[config.mk]
export PLATFORM = sky130hd
export DESIGN_NAME = adcc_top
export DESIGN_NICKNAME = d
export VERILOG_FILES = /design/src/logic/adcc_pkg.sv /design/src/logic/adcc_top.sv /design/src/logic/adcc_clkdiv.sv
export VERILOG_INCLUDE_DIRS = /design/src /design/src/logic
export SDC_FILE = /design/constraint.sdc
export NUM_CORES = 1
export LEC_CHECK = 0
export ABC_AREA = 0
export BUFFER_PORTS_ARGS = -buffer_cell sky130_fd_sc_hd__buf_4
export CAP_MARGIN = 20
export CORE_MARGIN = 2
export CORE_UTILIZATION = 25
export DETAILED_ROUTE_END_ITERATION = 10
export SLEW_MARGIN = 20
export SYNTH_ARGS = -nofsm -noshare
export SYNTH_HDL_FRONTEND = slang
export SYNTH_SLANG_ARGS = --single-unit
[constraint.sdc]
create_clock -name pclk -period 6.05 [get_ports pclk]
set_input_delay 0.605 -clock pclk [delete_from_list [all_inputs] [get_ports pclk]]
set_output_delay 0.605 -clock pclk [all_outputs]
set_load 0.05 [all_outputs]
[src/logic/adcc_defines.svh]
`ifndef ADCC_DEFINES_SVH
`define ADCC_DEFINES_SVH

// register indexes; byte address is four times the index
`define ADCC_IDX_CSR 8'h34
`define ADCC_IDX_RESH 8'h35
`define ADCC_IDX_RESL 8'h36
`define ADCC_IDX_IRQ_STATUS 8'h37
`define ADCC_IDX_IRQ_CLEAR 8'h38
`define ADCC_IDX_IRQ_ENABLE 8'h39

// control/status fields
`define ADCC_CSR_DONE_BIT 7
`define ADCC_CSR_FAST_BIT 6
`define ADCC_CSR_POWER_BIT 5
`define ADCC_CSR_SEL_MSB 2
`define ADCC_CSR_RESET 8'h00

// amplifier control / result-low fields
`define ADCC_RESL_CAL_BIT 4
`define ADCC_RESL_QUARTER_BIT 3
`define ADCC_RESL_ROUTE_BIT 2
`define ADCC_RESL_CTRL_RESET 3'h0

// interrupt status bits
`define ADCC_IRQ_DONE_BIT 0
`define ADCC_IRQ_ABORT_BIT 1
`define ADCC_IRQ_COUNT 2

// conversion timing in converter clock ticks
`define ADCC_SAMPLE_TICKS 4'h4
// a bit step outlasts the comparator synchroniser latency at full rate
`define ADCC_BIT_TICKS 4'h6
`define ADCC_RESULT_BITS 10

`endif

[src/logic/adcc_pkg.sv]
package adcc_pkg;

    typedef enum logic [1:0] {
        CONV_OFF,
        CONV_SAMPLE,
        CONV_BIT
    } adcc_conv_e;

    // signals toward the analog multiplexer, amplifier and converter
    typedef struct packed {
        logic converter_power_on;
        logic [2:0] input_select;
        logic amp_offset_calibrate;
        logic amp_route_select;
        logic sample;
        logic [9:0] trial_code;
    } adcc_analog_s;

    typedef struct packed {
        logic fast;
        logic quarter;
    } adcc_rate_s;

endpackage : adcc_pkg

[src/logic/adcc_top.sv]
// Overview of operation
// - done flag reads 1 after a conversion; high read or control write clears it
// - done flag takes no written value; other control bits read and write
// - converter clock: neither bit half rate, fast full, quarter divides by four
// - power bit turns converter and amplifier on or off, software only
// - top three bits of the low register always read zero
// - select code 0 to 6 picks analog input 0 to 6
// - result high register holds result bits 9 to 2
// - result bits 1 to 0 sit in the low register bits 1 to 0
// - calibrate bit ties amplifier input to 0 V for offset measurement
// - route bit sends input through amplifier when 1, bypass when 0
// - reset clears control/status to zero
// - reset clears low register control bits and result bits to zero
// - powered converter converts selected input continuously, flagging each result
// - changing the input aborts conversion, clears flag, restarts on new input
// - amplifier gives gain of eight, range one eighth of supply
`timescale 1ns/10ps
`include "adcc_defines.svh"
module adcc_top (
    input wire logic pclk,
    input wire logic presetn,
    input wire logic psel,
    input wire logic penable,
    input wire logic pwrite,
    input wire logic [11:0] paddr,
    input wire logic [31:0] pwdata,
    input wire logic [3:0] pstrb,
    output logic [31:0] prdata,
    output logic pready,
    output logic pslverr,
    output logic irq,
    output adcc_pkg::adcc_analog_s analog,
    input wire logic comparator_high
);
    typedef enum logic [2:0] {
        SEL_CSR,
        SEL_RESH,
        SEL_RESL,
        SEL_IRQ_STATUS,
        SEL_IRQ_CLEAR,
        SEL_IRQ_ENABLE,
        SEL_NONE
    } adcc_sel_e;

    // address decode shared by the read and write paths
    function automatic adcc_sel_e adcc_decode(input logic [11:0] addr);
        if (addr[1:0] != 2'h0 || addr[11:10] != 2'h0) begin
            adcc_decode = SEL_NONE;
        end else begin
            case (addr[9:2])
                `ADCC_IDX_CSR: adcc_decode = SEL_CSR;
                `ADCC_IDX_RESH: adcc_decode = SEL_RESH;
                `ADCC_IDX_RESL: adcc_decode = SEL_RESL;
                `ADCC_IDX_IRQ_STATUS: adcc_decode = SEL_IRQ_STATUS;
                `ADCC_IDX_IRQ_CLEAR: adcc_decode = SEL_IRQ_CLEAR;
                `ADCC_IDX_IRQ_ENABLE: adcc_decode = SEL_IRQ_ENABLE;
                default: adcc_decode = SEL_NONE;
            endcase
        end
    endfunction : adcc_decode

    // control state
    logic done_flag;
    logic fast;
    logic converter_power_on;
    logic [2:0] input_select;
    logic amp_offset_calibrate;
    logic quarter;
    logic amp_route_select;
    logic [9:0] result;
    logic [`ADCC_IRQ_COUNT-1:0] irq_status;
    logic [`ADCC_IRQ_COUNT-1:0] irq_enable;

    // conversion state
    adcc_pkg::adcc_conv_e conv_state;
    logic [3:0] tick_count;
    logic [3:0] bit_index;
    logic [9:0] trial;
    logic conv_done;
    logic conv_abort;
    logic restart;
    logic tick;
    logic div_run;
    adcc_pkg::adcc_rate_s rate;

    // comparator synchroniser
    logic comp_s1;
    logic comp_s2;
    logic comp_s3;
    logic comp_level;

    // bus decode
    adcc_sel_e sel;
    logic access;
    logic setup;
    logic wr_en;
    logic rd_en;
    logic csr_write;
    logic resh_read;
    logic select_change;
    logic [7:0] wbyte;
    logic [7:0] read_value;
    logic [`ADCC_IRQ_COUNT-1:0] irq_event;

    assign sel = adcc_decode(paddr);
    assign setup = psel && !penable;
    assign access = psel && penable;
    assign wr_en = access && pwrite && pstrb[0];
    assign rd_en = access && !pwrite;
    assign wbyte = pwdata[7:0];
    assign csr_write = wr_en && (sel == SEL_CSR);
    assign resh_read = rd_en && (sel == SEL_RESH);
    assign select_change = csr_write &&
        (wbyte[`ADCC_CSR_SEL_MSB:0] != input_select);
    assign pready = 1'b1;

    // control/status register; bit 7 and bits 4:3 take no write
    always_ff @(posedge pclk or negedge presetn) begin
        if (!presetn) begin
            fast <= 1'(`ADCC_CSR_RESET >> `ADCC_CSR_FAST_BIT);
            converter_power_on <= 1'(`ADCC_CSR_RESET >> `ADCC_CSR_POWER_BIT);
            input_select <= 3'(`ADCC_CSR_RESET);
        end else if (csr_write) begin
            fast <= wbyte[`ADCC_CSR_FAST_BIT];
            converter_power_on <= wbyte[`ADCC_CSR_POWER_BIT];
            input_select <= wbyte[`ADCC_CSR_SEL_MSB:0];
        end
    end

    // amplifier control bits of the low register
    always_ff @(posedge pclk or negedge presetn) begin
        if (!presetn) begin
            {amp_offset_calibrate, quarter, amp_route_select} <=
                `ADCC_RESL_CTRL_RESET;
        end else if (wr_en && sel == SEL_RESL) begin
            amp_offset_calibrate <= wbyte[`ADCC_RESL_CAL_BIT];
            quarter <= wbyte[`ADCC_RESL_QUARTER_BIT];
            amp_route_select <= wbyte[`ADCC_RESL_ROUTE_BIT];
        end
    end

    // done flag: a finishing conversion wins over a clearing access
    always_ff @(posedge pclk or negedge presetn) begin
        if (!presetn) begin
            done_flag <= 1'b0;
        end else if (conv_done) begin
            done_flag <= 1'b1;
        end else if (resh_read || csr_write) begin
            done_flag <= 1'b0;
        end
    end

    // comparator from the analog side, three stages
    always_ff @(posedge pclk or negedge presetn) begin
        if (!presetn) begin
            comp_s1 <= 1'b0;
            comp_s2 <= 1'b0;
            comp_s3 <= 1'b0;
            comp_level <= 1'b0;
        end else begin
            comp_s1 <= comparator_high;
            comp_s2 <= comp_s1;
            comp_s3 <= comp_s2;
            if (comp_s2 == comp_s3) begin
                comp_level <= comp_s3;
            end
        end
    end

    // divider held while idle so the first sample phase has its full length
    assign div_run = converter_power_on && !restart && conv_state != adcc_pkg::CONV_OFF;
    assign rate.fast = fast;
    assign rate.quarter = quarter;

    adcc_clkdiv u_clkdiv (
        .pclk(pclk),
        .presetn(presetn),
        .run(div_run),
        .rate(rate),
        .tick(tick)
    );

    // a new input selection while powered restarts the cycle
    assign restart = select_change && converter_power_on;

    // successive approximation sequence, continuous while powered
    always_ff @(posedge pclk or negedge presetn) begin
        if (!presetn) begin
            conv_state <= adcc_pkg::CONV_OFF;
            tick_count <= 4'h0;
            bit_index <= 4'h0;
            trial <= 10'h000;
        end else if (!converter_power_on) begin
            conv_state <= adcc_pkg::CONV_OFF;
            tick_count <= 4'h0;
            trial <= 10'h000;
        end else if (restart) begin
            conv_state <= adcc_pkg::CONV_SAMPLE;
            tick_count <= 4'h0;
            trial <= 10'h000;
        end else begin
            case (conv_state)
                adcc_pkg::CONV_OFF: begin
                    conv_state <= adcc_pkg::CONV_SAMPLE;
                    tick_count <= 4'h0;
                end
                adcc_pkg::CONV_SAMPLE: begin
                    if (tick) begin
                        if (tick_count == `ADCC_SAMPLE_TICKS - 4'h1) begin
                            conv_state <= adcc_pkg::CONV_BIT;
                            tick_count <= 4'h0;
                            bit_index <= 4'(`ADCC_RESULT_BITS - 1);
                            trial <= 10'h200;
                        end else begin
                            tick_count <= tick_count + 4'h1;
                        end
                    end
                end
                adcc_pkg::CONV_BIT: begin
                    if (tick) begin
                        if (tick_count == `ADCC_BIT_TICKS - 4'h1) begin
                            tick_count <= 4'h0;
                            trial[bit_index] <= comp_level;
                            if (bit_index == 4'h0) begin
                                conv_state <= adcc_pkg::CONV_SAMPLE;
                            end else begin
                                trial[bit_index - 4'h1] <= 1'b1;
                                bit_index <= bit_index - 4'h1;
                            end
                        end else begin
                            tick_count <= tick_count + 4'h1;
                        end
                    end
                end
                default: begin
                    conv_state <= adcc_pkg::CONV_OFF;
                end
            endcase
        end
    end

    assign conv_done = converter_power_on && !restart && tick &&
        conv_state == adcc_pkg::CONV_BIT && bit_index == 4'h0 &&
        tick_count == `ADCC_BIT_TICKS - 4'h1;
    assign conv_abort = restart && conv_state != adcc_pkg::CONV_OFF;

    // both result fields written in one edge
    always_ff @(posedge pclk or negedge presetn) begin
        if (!presetn) begin
            result <= 10'h000;
        end else if (conv_done) begin
            result <= {trial[9:1], comp_level};
        end
    end

    // sticky interrupt status; a new event wins over a clear
    assign irq_event[`ADCC_IRQ_DONE_BIT] = conv_done;
    assign irq_event[`ADCC_IRQ_ABORT_BIT] = conv_abort;

    generate
        for (genvar i = 0; i < `ADCC_IRQ_COUNT; i++) begin : g_irq
            always_ff @(posedge pclk or negedge presetn) begin
                if (!presetn) begin
                    irq_status[i] <= 1'b0;
                end else if (irq_event[i]) begin
                    irq_status[i] <= 1'b1;
                end else if (wr_en && sel == SEL_IRQ_CLEAR && wbyte[i]) begin
                    irq_status[i] <= 1'b0;
                end
            end
        end
    endgenerate

    always_ff @(posedge pclk or negedge presetn) begin
        if (!presetn) begin
            irq_enable <= '0;
        end else if (wr_en && sel == SEL_IRQ_ENABLE) begin
            irq_enable <= wbyte[`ADCC_IRQ_COUNT-1:0];
        end
    end

    always_ff @(posedge pclk or negedge presetn) begin
        if (!presetn) begin
            irq <= 1'b0;
        end else begin
            irq <= |(irq_status & irq_enable);
        end
    end

    // read mux
    always_comb begin
        read_value = 8'h00;
        case (sel)
            SEL_CSR: begin
                read_value[`ADCC_CSR_DONE_BIT] = done_flag;
                read_value[`ADCC_CSR_FAST_BIT] = fast;
                read_value[`ADCC_CSR_POWER_BIT] = converter_power_on;
                read_value[`ADCC_CSR_SEL_MSB:0] = input_select;
            end
            SEL_RESH: read_value = result[9:2];
            SEL_RESL: begin
                read_value[`ADCC_RESL_CAL_BIT] = amp_offset_calibrate;
                read_value[`ADCC_RESL_QUARTER_BIT] = quarter;
                read_value[`ADCC_RESL_ROUTE_BIT] = amp_route_select;
                read_value[1:0] = result[1:0];
            end
            SEL_IRQ_STATUS: read_value[`ADCC_IRQ_COUNT-1:0] = irq_status;
            SEL_IRQ_ENABLE: read_value[`ADCC_IRQ_COUNT-1:0] = irq_enable;
            default: read_value = 8'h00;
        endcase
    end

    // read data and error captured in the setup cycle
    always_ff @(posedge pclk or negedge presetn) begin
        if (!presetn) begin
            prdata <= 32'h0000_0000;
            pslverr <= 1'b0;
        end else if (setup) begin
            prdata <= {24'h00_0000, pwrite ? 8'h00 : read_value};
            pslverr <= (sel == SEL_NONE);
        end else if (!psel) begin
            pslverr <= 1'b0;
        end
    end

    // analog side controls, all from flip-flops
    always_ff @(posedge pclk or negedge presetn) begin
        if (!presetn) begin
            analog <= '0;
        end else begin
            analog.converter_power_on <= converter_power_on;
            analog.input_select <= input_select;
            analog.amp_offset_calibrate <= amp_offset_calibrate;
            analog.amp_route_select <= amp_route_select;
            analog.sample <= converter_power_on && conv_state == adcc_pkg::CONV_SAMPLE;
            analog.trial_code <= trial;
        end
    end
endmodule : adcc_top

[src/logic/adcc_clkdiv.sv]
`timescale 1ns/10ps
module adcc_clkdiv (
    input wire logic pclk,
    input wire logic presetn,
    input wire logic run,
    input wire adcc_pkg::adcc_rate_s rate,
    output logic tick
);
    logic [1:0] count;
    logic [1:0] last;

    // quarter wins over fast; fast alone gives every cycle
    always_comb begin
        if (rate.quarter) begin
            last = 2'h3;
        end else if (rate.fast) begin
            last = 2'h0;
        end else begin
            last = 2'h1;
        end
    end

    always_ff @(posedge pclk or negedge presetn) begin
        if (!presetn) begin
            count <= 2'h0;
        end else if (!run || count >= last) begin
            count <= 2'h0;
        end else begin
            count <= count + 2'h1;
        end
    end

    assign tick = run && (count >= last);
endmodule : adcc_clkdiv

# Word level (Yosys, flattened, before mapping)
# Cells that the tools add are included.
[totals]
reg_bits = 76
inputBits = 54
out_inout_bits = 52
word_cells = 170
[op_classes]
n_addsub = 3
order_cmp = 5
n_eq_ne = 31
n_mux = 52
bitwise = 3
n_reduce_logical = 47
[ops]
columns = ["operator", "n"]
rows = [
  ["$mux W10", 7],
  ["$eq A8 B6 Y1 const B", 6],
  ["$mux W4", 11],
  ["$logic_and A1 B1 Y1", 25],
  ["$pmux W10 S2", 1],
  ["$mux W2", 9],
  ["$pmux W3 S6", 1],
  ["$reduce_bool A2 Y1", 7],
  ["$ne A4 B4 Y1 const B", 3],
  ["$pmux W4 S3", 1],
  ["$mux W1", 11],
  ["$bwmux W10", 1],
  ["$lt A4 B5 Y1 const B", 2],
  ["$or A10 B10 Y10", 1],
  ["$pmux W2 S5", 1],
  ["$reduce_and A5 Y1", 2],
  ["$eq A3 B3 Y1 const B", 3],
  ["$demux W1 S4", 2],
  ["$ge A4 B1 Y1 const B", 2],
  ["$mux W8", 1],
  ["$ne A2 B2 Y1 const B", 4],
  ["$ne A4 B3 Y1 const B", 2],
  ["$pmux W4 S2", 1],
  ["$reduce_and A8 Y1", 1],
  ["other kinds (29)", 36],
]

# Logic depth before layout (Yosys ltp)
# Gate-level depths: netlist of the first run.
[depth]
ltp_word = 16
depth_mapped = 8
depth_no_buf = 8

# By module
# From an unflattened synthesis of the first run, not the netlist that was laid out.
[unflattened]
hier_cells = 383
hier_area_um2 = 4122.7
[by_module_without_submodules]
columns = ["mod", "n_inst", "cells_each", "area_per_inst_um2"]
rows = [
  ["adcc_top", 1, 370, 3993.8],
  ["adcc_clkdiv", 1, 13, 128.9],
]

# Worst setup path before layout of the first run
# OpenSTA, ideal clock, no wires.
[synth_timing]
kind = "input to register"
start = "input port paddr[2]"
end = "register result[0]"
t_arrival_ps = 2000
slack_ps = 3925
path_stages = 7
cell_sequence = "buf_6 nor4b_4 nand4_4 or2_4 nand3_2 buf_12 mux2_4"
[synth_between]
elab_chain_cells = 15
word_cells_on_any_way = 20
classes_between = "eq/ne: 6; mux: 2; reduce/logical: 12"
[synth_lines]
columns = ["item", "line_no", "rtl"]
rows = [
  ["from (decl)", "adcc_top.sv:25", "input wire logic [11:0] paddr,"],
  ["$eq A8 B6 Y1", "adcc_top.sv:50", "case (addr[9:2])"],
  ["$pmux W3 S6 *", "adcc_top.sv:50", ""],
  ["$mux W3 *", "adcc_top.sv:47", "if (addr[1:0] != 2'h0 || addr[11:10] != 2'h0) begin"],
  ["$logic_not A3 Y1 *", "adcc_top.sv:111", "assign csr_write = wr_en && (sel == SEL_CSR);"],
  ["$logic_and A1 B1 Y1 *", "adcc_top.sv:111", ""],
  ["$logic_and A1 B1 Y1 *", "adcc_top.sv:113", "assign select_change = csr_write &&"],
  ["$logic_and A1 B1 Y1 *", "adcc_top.sv:184", "assign restart = select_change && converter_power_on;"],
  ["$logic_not A1 Y1 *", "adcc_top.sv:171, adcc_top.sv:242", ""],
  ["$logic_and A1 B1 Y1 *", "adcc_top.sv:171, adcc_top.sv:242", ""],
  ["$logic_and A1 B1 Y1", "adcc_top.sv:171", "assign div_run = converter_power_on && !restart && conv_state != adcc_pkg::CONV_OFF;"],
  ["$logic_and A1 B1 Y1", "adcc_clkdiv.sv:33", "assign tick = run && (count >= last);"],
  ["$logic_and A1 B1 Y1 * (2 in series)", "adcc_top.sv:242", "assign conv_done = converter_power_on && !restart && tick &&"],
  ["$logic_and A1 B1 Y1 *", "adcc_top.sv:243", "conv_state == adcc_pkg::CONV_BIT && bit_index == 4'h0 &&"],
  ["$logic_and A1 B1 Y1 *", "adcc_top.sv:242", ""],
  ["to (signal assigned)", "adcc_top.sv:252", "result <= {trial[9:1], comp_level};"],
  ["to (decl)", "adcc_top.sv:70", "logic [9:0] result;"],
]
# Mark *: on every way between the ends. The rest lies on a longest branch, timed or not.
# A chain may end at the register's enable or synchronous reset.

# Worst setup path in the final report of the first run
[layout_timing]
start = "register bit_index[0]"
end = "register conv_state[0]"
[layout_between]
elab_chain_cells = 3
[layout_lines]
columns = ["item", "line_no", "rtl"]
rows = [
  ["from (decl)", "adcc_top.sv:77", "logic [3:0] bit_index;"],
  ["from (signal assigned)", "adcc_top.sv:212", "bit_index <= 4'(`ADCC_RESULT_BITS - 1);"],
  ["from (signal assigned)", "adcc_top.sv:228", "bit_index <= bit_index - 4'h1;"],
  ["$logic_not A4 Y1", "adcc_top.sv:224", "if (bit_index == 4'h0) begin"],
  ["$ne A4 B3 Y1 (no line)", "--", ""],
  ["$reduce_and A5 Y1 (no line)", "--", ""],
  ["to (signal assigned)", "adcc_top.sv:210", "conv_state <= adcc_pkg::CONV_BIT;"],
  ["to (signal assigned)", "adcc_top.sv:225", "conv_state <= adcc_pkg::CONV_SAMPLE;"],
  ["to (signal assigned)", "adcc_top.sv:236", "conv_state <= adcc_pkg::CONV_OFF;"],
  ["to (decl)", "adcc_top.sv:75", "adcc_pkg::adcc_conv_e conv_state;"],
]
# No other way between the ends.

==> results of run 1 <==
[power groups by stage]
stage	logic [mW]	registers (mW)	clock network, mW
floorplan	0.0636	0.522	0
global placement	0.0795	0.523	0
detailed placement	0.0799	0.523	0
CTS	0.0801	0.514	0.532
global route	0.0859	0.514	0.552
finish	0.0795	0.514	0.518
[area by class of cell]
type	count	area share, %
Clock buffer	14	5.809
Clock inverter	1	0.1024
Inverter	15	1.151
Multi-Input combinational cell	279	40.53
Sequential cell	76	38.89
Tap cell	216	5.527
Timing Repair Buffer	52	7.984
[state kept, by name, summed over array words and instances (netlist names), 2 cells and up]
| register | count |
|---|---|
| analog | 17 |
| bit_index | 4 |
| conv_state | 2 |
| input_select | 3 |
| irq_enable | 2 |
| irq_status | 2 |
| prdata | 8 |
| result | 10 |
| tick_count | 4 |
| trial | 10 |
| u_clkdiv.count | 2 |
[worst max-delay path, cell delays in order, from the launching register on]
cell,delay (ns)
sky130_fd_sc_hd__dfrtp_1,0.46
sky130_fd_sc_hd__inv_1,0.14
sky130_fd_sc_hd__ha_1,0.49
sky130_fd_sc_hd__or3b_1,0.44
sky130_fd_sc_hd__o41ai_2,0.51
sky130_fd_sc_hd__a21oi_1,0.12
sky130_fd_sc_hd__a31oi_1,0.16
sky130_fd_sc_hd__a21oi_1,0.09
[cell families after synthesis]
family / after synthesis
other: 2
XOR/XNOR: 5
flip-flops: 76
buffers and inverters: 55
multiplexers: 34
AO/OA/AOI/OAI: 80
AND/OR/NAND/NOR: 121
adder cells (fa/ha/maj): 14
[path summary, 6_finish.rpt]
kind	start	to	slack (ns)	depth (start not counted)
max	bit_index[0]	conv_state[0]	3.53	7
min	comp_s1	comp_s2	0.35	0
max reg2reg	bit_index[0]	conv_state[0]	3.53	7
min reg2reg	comp_s1	comp_s2	0.35	0
max in group asynchronous	presetn	analog[2]	5.01	1
min in group asynchronous	presetn	pslverr	0.43	1
[metrics by stage]
| step | std cells | setup slack (ns) | hold WS (ns) |
|---|---|---|---|
| 3_3_place_gp | 638 | 3.227 | 0.3325 |
| 4_1_cts | 653 | 3.498 | 0.3539 |
| 3_5_place_dp | 638 | 3.153 | 0.3402 |
| 6_report | 653 | 3.530 | 0.3508 |
| 2_1_floorplan | 410 | 3.925 | 0.3094 |
| 5_1_grt | 653 | 3.329 | 0.3651 |
[placed cells by master (no fill, tap or decap), types with 4 or more instances in the layout]
master                      instances
sky130_fd_sc_hd__nand2_1           34
sky130_fd_sc_hd__nor3_1             6
sky130_fd_sc_hd__mux2i_1           13
sky130_fd_sc_hd__and2_1             4
sky130_fd_sc_hd__mux2_4             8
sky130_fd_sc_hd__nor2b_1            5
sky130_fd_sc_hd__nand3b_1           6
sky130_fd_sc_hd__mux2_2            12
sky130_fd_sc_hd__nor2_1            12
sky130_fd_sc_hd__buf_4             52
sky130_fd_sc_hd__a21o_1             6
sky130_fd_sc_hd__ha_1              13
sky130_fd_sc_hd__conb_1            25
sky130_fd_sc_hd__xor2_1             4
sky130_fd_sc_hd__a21oi_1           11
sky130_fd_sc_hd__o21ai_0           20
sky130_fd_sc_hd__clkbuf_8           4
sky130_fd_sc_hd__a31oi_1            5
sky130_fd_sc_hd__clkbuf_16          9
sky130_fd_sc_hd__nand3_1           13
sky130_fd_sc_hd__inv_1             15
sky130_fd_sc_hd__a22o_1             5
sky130_fd_sc_hd__nor3b_1            4
sky130_fd_sc_hd__o21ai_1           11
sky130_fd_sc_hd__dfrtp_1           76
[routing by layer]
metal,share of wire [%],vias to the layer above,global-route usage (%)
met5,0,-,0
met4,1.3,0,3.943
met3,5.4,9,3.525
met2,48,79,18.11
met1,45,1465,13.76
li1,-,1426,-
==> results.txt, run 1 <==
The count of buffers added on input and output ports is 52. By area, the combinational part of the netlist is dominated by simple AND/OR/NAND/NOR gates. The clock tree from TritonCTS is yes. The end-of-flow core utilization came out at 30.56%. The largest net degree at the start of global routing is 77. The design internal power is 847.9 uW. Yosys attributes the largest share of cell area to sky130_fd_sc_hd__dfrtp_1, sky130_fd_sc_hd__buf_4, sky130_fd_sc_hd__ha_1. The run finished with clean final reports. The root cell of the clock tree is sky130_fd_sc_hd__clkbuf_16. The power density over the cells is 227.2 mW/mm^2. The pre-antenna-repair detailed-routing pass consisted of 4 iterations.

Dividing the detail-routed wire length by the instance count gives 14.22 um. The row count came out at 46. The total negative slack for setup checks is 0 ns. In the final layout, the share of cells above drive strength 1 is 23.80%. The cell area that synthesis handed to floorplanning was 0.004126 mm^2.

The vias after detailed routing came out at 2979. In the final layout, the multi-input gates occupy 0.001982 mm^2. The count of pins over their slew limit was 0.

After Yosys synthesis, full adders, half adders and majority gates account for 4.184% of the synthesized area. Setup repair after global routing left no endpoint under its margin. After detailed placement, the total cell area comes to 0.004601 mm^2. The critical path in this run is classified as flip-flop to flip-flop. Data on the critical path is required at its endpoint by 6.26 ns. The area share of the largest cell type after synthesis came out at 46.09%. The complex-gate fraction of the synthesized area came out at 12.95%. Dividing the final minimum period by the clock period gives 41.65%.

For this configuration, the core starts out at a cell density of 25.79%. The commonest cells after synthesis are sky130_fd_sc_hd__dfrtp_1, sky130_fd_sc_hd__nand2_1, sky130_fd_sc_hd__buf_4. The number of different library cells in the post-synthesis netlist is 70. Counting the buffers created by CTS gives 9.

The clock sink count came out at 76. Relative to the synthesized area, the layout overhead comes to 18.50%. The clock transition at the register clock pins on the worst setup and hold paths after CTS came out at 0.06 ns. Combinational logic is responsible for 7.2% of the overall power. The worst-case clock skew is 0.007913 ns. The number of nets in the layout is 500. Summing the areas of all and, or, nand and nor instances in the mapped netlist gives 17.95% of the synthesized area. The flip-flop and latch count after synthesis is 76. For this run, the number of Yosys warnings is 0.

The wire length of the first global-routing pass is 15.81 mm. The total die area came out at 0.01755 mm^2. The reported leakage power is 2.269 nW. The xor/xnor cell area share of the yosys netlist is 1.061%. Per report_power, the clock group accounts for 46.6% of the total.

The switching share of total power is 23.69%. In the synthesized netlist, mux cells make up 9.612% of the area. The number of inserted filler cells in the final layout came out at 1684. The share of total power dissipated in sequential elements is 46.2%. The flip-flop cell with the highest count after synthesis is sky130_fd_sc_hd__dfrtp_1.

The cts-stage hold buffer count is 0. The die boundary height came out at 132.5 um. The clock latency on the worst-skew pair came out at 0.33 ns. The routability-driven placement congestion ratio is 0.8341. STA classifies the critical path endpoint as a flip-flop. Along the worst path, the maximum fanout reaches 16. The half-perimeter wire length after detailed placement is 6.671 mm. The final-report setup violation count came out at 0.

Derived from the worst setup path, the maximum achievable clock frequency is 396.8 MHz. The part of the Yosys area used for sequential elements is 46.09%. The count of maximum capacitance violations is 0.

The post-route cell area came out at 0.004890 mm^2. The number of hold violations in the final report is 0. Of all flip-flops after synthesis, the portion carrying an async set or reset was 100.0%. The reported net switching power came out at 263.2 uW. The maximum VDD drop is 0.1222 mV. The number of global-route vias before repair is 3037. The power consumption is 1.111 mW. The arrival time at the worst endpoint is 2.73 ns. For this block, the initial DRC count from the detailed router was 219.

The total grt overflow came out at 0. The residual DRC count is 0. The remaining max-slew budget at the tightest pin came out at 36.29%. The detail-routed via count per cell is 4.562. The total area inside the core boundary comes to 0.01600 mm^2. The top-level I/O count is 106. At the pin with the least slew margin, the transition time is 0.9557 ns. The area occupied by registers came out at 0.001902 mm^2. The cell count after synthesis came out at 387. The number of gates resized after CTS was 0.

Yosys instantiated no cell more often than sky130_fd_sc_hd__dfrtp_1. The sum of routed wire length over all layers came out at 9.286 mm. The min-delay analysis places its worst path in the category flip-flop to flip-flop. The initial antenna violation count came out at 0. Across every metal layer, demand over resource in global routing totals 11.07%. The clock passes through at most 2 buffers.

The H-tree level count came out at 3. The final critical delay including setup and external delays is 2.520 ns. The number of enable flip-flop cells after synthesis came out at 0. The buffers inserted during post-CTS setup optimization is 0. STA classifies the critical path startpoint as a flip-flop.

0 antenna diodes ended up in the layout. The floorplan die width came out at 132.5 um. The mean instance size in the synthesized netlist came out at 10.66 um^2.

The largest total area in the synthesized netlist belongs to sky130_fd_sc_hd__dfrtp_1. The number of nets with antenna violations after routing is 0.
Note: power is estimated with default switching activity, not from simulation.
==> inputs of run 2 (changes only) <==
==> constraint.sdc (replaced) <==
create_clock -name pclk -period 2.2 [get_ports pclk]
set_input_delay 0.22 -clock pclk [delete_from_list [all_inputs] [get_ports pclk]]
set_output_delay 0.22 -clock pclk [all_outputs]
set_load 0.05 [all_outputs]
==> results.txt, run 2 (synthesis results as in run 1) <==
The clock sink count is 76 (unchanged). The terminus of the critical flop-to-flop path is tick_count[3] (was conv_state[0]). The number of inserted diodes is 0 (unchanged). The highest fanout seen on the critical path came to 5 (was 16). The number of port buffers came out at 52 (unchanged). The number of clock buffers inserted by TritonCTS came to 9 (unchanged).

The floorplan die width is 132.5 um (unchanged). Top Registers: analog (17), result (10), trial (10) (unchanged). The area of the core region is 0.01600 mm^2 (unchanged).

The residual DRC count is 0 (unchanged). The area added between synthesis and finish is 25.32% (was 18.50%). The clock transition at the register clock pins on the worst setup and hold paths after CTS came to 0.06 ns (about the same).

The critical hold path startpoint was pwdata[5] (was comp_s1). The vias after detailed routing was 3107 (was 2979). The layout cell share with drive strength beyond 1 is 28.82% (was 23.80%). The reported net switching power came out at 737.8 uW (was 263.2 uW). The row count is 46 (unchanged). The number of nets in the layout came to 527 (was 500). The total die area came to 0.01755 mm^2 (unchanged).

The type of the worst min-delay path is primary input to flip-flop (was flip-flop to flip-flop). The final clock period utilization by the worst path came to 95.10% (was 41.65%). The terminating pin of the worst hold path is converter_power_on (was comp_s2). The remaining max-slew budget at the tightest pin came out at 66.57% (was 36.29%).

The first-pass iteration count of the detailed router was 4 (unchanged). The detail-routed net length per standard cell came to 13.83 um (was 14.22 um). The combinational share of power is 7.2% (about the same). The register name with the most flops is analog (unchanged). Outcome: finished clean (unchanged). The wire length of the first global-routing pass is 15.94 mm (was 15.81 mm). The number of flip-flops under the largest register name came out at 17 (unchanged).

The reported leakage power came out at 2.445 nW (was 2.269 nW). The maximum VDD drop is 0.3074 mV (was 0.1222 mV). The maximum frequency from static timing analysis came to 478.0 MHz (was 396.8 MHz). The launch instance of the worst register-to-register path is conv_state[1] (was bit_index[0]). The top-level I/O count is 106 (unchanged). The minimum setup slack among reg-to-reg paths is 0.11 ns (was 3.53 ns). The largest net degree at the start of global routing is 48 (was 77). The end-of-flow core utilization is 32.32% (was 30.56%). The worst-case clock skew came out at 0.007019 ns (was 0.007913 ns).

The violation count after the first detailed-route iteration came out at 147 (was 219). The element type at the critical path start is a flip-flop (unchanged). The half-perimeter wire length after detailed placement came out at 7.007 mm (was 6.671 mm). Commonest cells after routing, fill and taps aside: sky130_fd_sc_hd__dfrtp_1, sky130_fd_sc_hd__buf_4, sky130_fd_sc_hd__nand2_1 (unchanged). The total negative slack for setup checks came out at 0 ns (unchanged). The number of hold violations in the final report was 0 (unchanged). The total grt overflow came to 0 (unchanged). The design internal power is 2.478 mW (was 847.9 uW). The number of cells on the worst reg-to-reg path came to 8 (was 7). The count of placed standard cells in the final layout, fillers left out was 681 (was 653). The kind of end point of the critical path is a flip-flop (unchanged). The most common cell after layout, fill and taps aside is sky130_fd_sc_hd__dfrtp_1 (unchanged).

The relative contribution of sequential cells to total power came out at 43.9% (was 46.2%). The transition time at the pin with the least slew margin came to 0.4946 ns (was 0.9557 ns). The power density over the cells came to 621.9 mW/mm^2 (was 227.2 mW/mm^2).

The number of buffers between clock root and the deepest sink is 2 (unchanged). The clock tree from TritonCTS was yes (unchanged). The count of maximum capacitance violations was 0 (unchanged). The arrival time at the worst endpoint came out at 2.35 ns (was 2.73 ns). The detail-routed via count per cell is 4.562 (about the same). The routability-driven placement congestion ratio came out at 0.8455 (was 0.8341).

The number of stages on the worst hold path came out at 2 (was 0). The relative contribution of the clock network to total power was 48.9% (was 46.6%). The data required time of the critical path is 2.46 ns (was 6.26 ns). The H-tree level count came out at 3 (unchanged). The clock latency on the worst-skew pair is 0.33 ns (about the same). The root cell of the clock tree was sky130_fd_sc_hd__clkbuf_16 (unchanged). The number of global-route vias before repair came out at 3129 (was 3037). The worst hold slack after final layout is 0.1258 ns (was 0.3508 ns). The number of nets with antenna violations after routing came to 0 (unchanged). The worst setup margin came out at 0.1079 ns (was 3.530 ns). The switching share of total power came out at 22.94% (was 23.69%).

The instance count after placement with tap cells included is 660 (was 638). The initial antenna violation count came out at 0 (unchanged). The starting utilization of the core area came out at 25.79% (unchanged). The post-place setup slack was 0.01979 ns (was 3.153 ns).

The count of pins over their slew limit came out at 0 (unchanged). The die boundary height is 132.5 um (unchanged). The final-report setup violation count was 0 (unchanged). The critical setup path kind is flip-flop to flip-flop (unchanged).

The sum of routed wire length over all layers came to 9.417 mm (was 9.286 mm). The overall fraction of global-route tracks in use is 11.21% (was 11.07%). The final critical delay including setup and external delays came out at 2.092 ns (was 2.520 ns).
==> run 2: worst max-delay path, cell delays in order, from the launching register on <==
cell,delay [ns]
sky130_fd_sc_hd__dfrtp_1,0.40
sky130_fd_sc_hd__inv_1,0.09
sky130_fd_sc_hd__ha_1,0.19
sky130_fd_sc_hd__o21bai_2,0.24
sky130_fd_sc_hd__buf_4,0.18
sky130_fd_sc_hd__o21ai_2,0.15
sky130_fd_sc_hd__o21ai_2,0.12
sky130_fd_sc_hd__or4_1,0.52
sky130_fd_sc_hd__a21oi_1,0.15
==> run 2: per-layer routing <==
metal | part of all wire [%] | vias to the layer above | GRT usage [%]
met5 | 0 | - | 0
met4 | 2.8 | 0 | 4.958
met3 | 5.9 | 21 | 3.525
met2 | 47 | 94 | 17.62
met1 | 45 | 1505 | 14.17
li1 | - | 1487 | -
==> run 2: timing repair <==
action                                  CTS  global route
pin swaps                                 0             0
endpoints found under the setup margin    2            12
gates resized for setup                   1             5
endpoints found under the hold margin    30             0
hold buffers                              2             0
cloned                                    0             0
buffers inserted                          0             3
==> run 2: power groups by stage <==
stage	sequential, mW	combinational (mW)	clock, mW
after detailed placement	1.44	0.228	0
after global placement	1.44	0.226	0
after global routing	1.41	0.249	1.67
after CTS	1.41	0.231	1.61
after floorplan	1.44	0.175	0
final	1.41	0.230	1.57
==> run 2: layout make-up <==
cell class / instances / area, um^2
multi-input cells: 279 / 2002
flip-flops and latches: 76 / 1902
fillers: 1662 / 10830
inverters: 15 / 56.30
clock inverters: 5 / 75.07
clock buffers: 11 / 242.7
repair buffers: 79 / 623.1
well taps: 216 / 270.3
==> run 2: worst max path at each step <==
stage	from	depth (start not counted)	endpoint
finish	conv_state[1]	8	tick_count[3]
global route	quarter	9	tick_count[3]
CTS	quarter	9	tick_count[3]
detailed placement	quarter	9	tick_count[3]
global placement	quarter	8	bit_index[0]
floorplan	conv_state[0]	6	bit_index[0]
==> run 2: per-stage QoR <==
stage / power (mW) / area (um^2)
after global routing: 3.333 / 5171
final: 3.216 / 5171
after CTS: 3.257 / 5132
after global placement: 1.663 / 4791
after floorplan: 1.612 / 4213
after detailed placement: 1.665 / 4791
==> inputs of run 3 (changes only) <==
--- a/config.mk
+++ b/config.mk
@@ -12,6 +12,7 @@
 export CORE_MARGIN = 2
 export CORE_UTILIZATION = 25
 export DETAILED_ROUTE_END_ITERATION = 10
+export SETUP_SLACK_MARGIN = 0.15
 export SLEW_MARGIN = 20
 export SYNTH_ARGS = -nofsm -noshare
 export SYNTH_HDL_FRONTEND = slang
==> constraint.sdc (replaced) <==
create_clock -name pclk -period 1.7 [get_ports pclk]
set_input_delay 0.17 -clock pclk [delete_from_list [all_inputs] [get_ports pclk]]
set_output_delay 0.17 -clock pclk [all_outputs]
set_load 0.05 [all_outputs]
==> results.txt, run 3 (synthesis results as in run 1) <==
The initial antenna violation count came out at 0 (unchanged). The most common cell after layout, fill and taps aside is sky130_fd_sc_hd__buf_4 (was sky130_fd_sc_hd__dfrtp_1). The total grt overflow came out at 0 (unchanged).

The clock transition at the register clock pins on the worst setup and hold paths after CTS is 0.07 ns (was 0.06 ns). The total negative slack for setup checks came out at -5.654 ns (was 0 ns). The switching share of total power is 23.91% (was 22.94%).

The layout cell share with drive strength beyond 1 came to 45.82% (was 28.82%). The number of inserted diodes is 0 (unchanged). The number of port buffers came to 52 (unchanged). The remaining max-slew budget at the tightest pin came out at 63.98% (was 66.57%). The number of cells on the worst reg-to-reg path is 6 (was 8). The count of pins over their slew limit came to 0 (unchanged). The data required time of the critical path came out at 1.94 ns (was 2.46 ns).

The residual DRC count is 0 (unchanged). The final clock period utilization by the worst path is 113.6% (was 95.10%). Top Registers: analog (17), result (10), trial (10) (unchanged).

The overall fraction of global-route tracks in use came out at 12.52% (was 11.21%). The wire length of the first global-routing pass came out at 17.42 mm (was 15.94 mm). The vias after detailed routing is 3329 (was 3107). The end-of-flow core utilization came out at 37.40% (was 32.32%). The highest-delay cell along the critical path is sky130_fd_sc_hd__or3b_4 (was sky130_fd_sc_hd__or4_1). The detail-routed net length per standard cell came to 14.45 um (was 13.83 um). The number of clock buffers inserted by TritonCTS came out at 9 (unchanged). The number of nets with antenna violations after routing came out at 0 (unchanged). The total die area is 0.01755 mm^2 (unchanged). The H-tree level count is 3 (unchanged). The first-pass iteration count of the detailed router came out at 4 (unchanged).

The final-report setup violation count was 30 (was 0). Cells along the critical path: ha_2 -> or3b_4 -> o31ai_4 -> nand3_2 -> and2_4 -> a22o_1 (was inv_1 -> ha_1 -> o21bai_2 -> buf_4 -> o21ai_2 -> o21ai_2 -> or4_1 -> a21oi_1). The row count came to 46 (unchanged). The floorplan die width came to 132.5 um (unchanged). The kind of end point of the critical path is a flip-flop (unchanged). The transition time at the pin with the least slew margin came out at 0.5391 ns (was 0.4946 ns). The area added between synthesis and finish is 45.03% (was 25.32%). The starting utilization of the core area came out at 25.79% (unchanged). The launching instance or port of the critical path is tick_count[1] (was conv_state[1]). The terminating pin of the worst hold path is amp_offset_calibrate (was converter_power_on). The met2 usage in global routing came out at 22.22% (was 17.62%).

The power density over the cells was 737.3 mW/mm^2 (was 621.9 mW/mm^2). The clock latency on the worst-skew pair came to 0.35 ns (was 0.33 ns). The sum of routed wire length over all layers is 10.72 mm (was 9.417 mm). The top-level I/O count is 106 (unchanged). The routability-driven placement congestion ratio was 0.8054 (was 0.8455). The routing layer with the top usage in global route is met2 (unchanged). The final critical delay including setup and external delays came out at 1.932 ns (was 2.092 ns). The number of flip-flops under the largest register name came out at 17 (unchanged). The worst setup margin is -0.2316 ns (was 0.1079 ns). The number of buffers between clock root and the deepest sink came out at 2 (unchanged). The type of the worst min-delay path was primary input to flip-flop (unchanged).

The element type at the critical path start is a flip-flop (unchanged). The count of maximum capacitance violations is 0 (unchanged). The reported net switching power is 1.055 mW (was 737.8 uW). The number of hold violations in the final report came out at 0 (unchanged).

The largest net degree at the start of global routing is 41 (was 48). The final reports fail on negative setup slack. Commonest cells after routing, fill and taps aside: sky130_fd_sc_hd__buf_4, sky130_fd_sc_hd__dfrtp_1, sky130_fd_sc_hd__nand2_1 (was sky130_fd_sc_hd__dfrtp_1, sky130_fd_sc_hd__buf_4, sky130_fd_sc_hd__nand2_1).

The clock tree from TritonCTS is yes (unchanged). The number of inserted filler cells in the final layout came to 1578 (was 1662). The maximum frequency from static timing analysis is 517.7 MHz (was 478.0 MHz). The number of global-route vias before repair is 3531 (was 3129). The critical hold path startpoint was pwdata[4] (was pwdata[5]). The die boundary height came out at 132.5 um (unchanged). The maximum VDD drop came out at 0.4296 mV (was 0.3074 mV). The launch instance of the worst register-to-register path is tick_count[1] (was conv_state[1]). The detail-routed via count per cell came out at 4.487 (was 4.562).

The number of stages on the worst hold path is 2 (unchanged). The global-route track usage on met3 came to 3.985% (was 3.525%). The relative contribution of sequential cells to total power came out at 41.4% (was 43.9%). The met1 track utilization from global routing is 14.15% (was 14.17%). The area of the core region is 0.01600 mm^2 (unchanged). The relative contribution of the clock network to total power is 51.1% (was 48.9%). The clock sink count came to 76 (unchanged). Outcome: finished with violations (was finished clean).

The half-perimeter wire length after detailed placement came to 7.739 mm (was 7.007 mm). The root cell of the clock tree was sky130_fd_sc_hd__clkbuf_16 (unchanged). The reported leakage power is 2.802 nW (was 2.445 nW). The worst-case clock skew came out at 0.008983 ns (was 0.007019 ns). The terminus of the critical flop-to-flop path is trial[3] (was tick_count[3]). The number of nets in the layout came to 588 (was 527). The violation count after the first detailed-route iteration is 128 (was 147). The highest fanout seen on the critical path is 5 (unchanged). The register name with the most flops is analog (unchanged).

Setup repair after global routing could not meet its margin everywhere. The design internal power came to 3.357 mW (was 2.478 mW). The delay of the slowest cell on the worst path is 0.41 ns (was 0.52 ns). The minimum setup slack among reg-to-reg paths came out at -0.23 ns (was 0.11 ns). The arrival time at the worst endpoint came out at 2.17 ns (was 2.35 ns). The combinational share of power came out at 7.5% (was 7.2%). The critical setup path kind is flip-flop to flip-flop (unchanged).
run 3: cell count changes in the layout (fill, tap and decap cells not counted), moves of 5 or more:
cell,change
sky130_fd_sc_hd__ha_1,-8
sky130_fd_sc_hd__buf_6,+13
sky130_fd_sc_hd__o21ai_2,+5
sky130_fd_sc_hd__buf_4,+48
run 3: cell type report:
cell class / instances / area [um^2] / area share, %
multi-input combinational: 279 / 2277 / 38.05
sequential: 76 / 1902 / 31.78
timing repair buffer: 140 / 1130 / 18.88
tap: 216 / 270.3 / 4.516
clock buffer: 9 / 225.2 / 3.763
clock inverter: 7 / 123.9 / 2.070
inverter: 15 / 56.30 / 0.9408
run 3: per-layer routing:
metal  routed length, um  share of wire (%)
met5                   0                  0
met3                 500                4.7
met1                4534                 42
met4                 312                2.9
met2                5372                 50
run 3: critical path: cells and delay by family (launching register included):
family / cells / cell delay, ns
AND/OR/NAND/NOR: 3 / 0.74
AO/OA/AOI/OAI: 2 / 0.51
flip-flops: 1 / 0.37
adder cells (fa/ha/maj): 1 / 0.19
run 3: worst max path at each step:
stage                     slack [ns]  cells past startpoint             to
after floorplan                -0.19                      6       trial[1]
after detailed placement       -0.29                      8       trial[3]
after global placement         -0.23                      7      result[1]
after CTS                      -0.24                      8  conv_state[0]
after global routing           -0.31                      7  conv_state[0]
final                          -0.23                      6       trial[3]
run 3: stage by stage:
stage                     instance area (um^2)  setup WS [ns]  hold WS [ns]  total power, mW  instances
after global placement                    5270        -0.2298       0.09381            2.178        710
after CTS                                 5784        -0.2352       0.04421            4.468        739
final                                     5984        -0.2316       0.05660            4.412        742
after detailed placement                  5270        -0.2885        0.1023            2.182        710
after global routing                      5984        -0.3121       0.05431            4.556        742
after floorplan                           4323        -0.1904       -0.1256            2.086        410
run 3: what timing repair did:
item / CTS / global route
gates resized for setup: 15 / 38
hold buffers: 2 / 0
pin swaps: 14 / 14
hold endpoints to repair: 23 / 0
setup endpoints to repair: 34 / 35
buffers inserted: 11 / 3
run 3: power groups by stage:
stage,Combinational (mW),Clock (mW),Sequential (mW)
5_1_grt,0.354,2.38,1.83
6_report,0.331,2.25,1.83
3_5_place_dp,0.322,0,1.86
4_1_cts,0.329,2.31,1.83
2_1_floorplan,0.227,0,1.86
3_3_place_gp,0.318,0,1.86
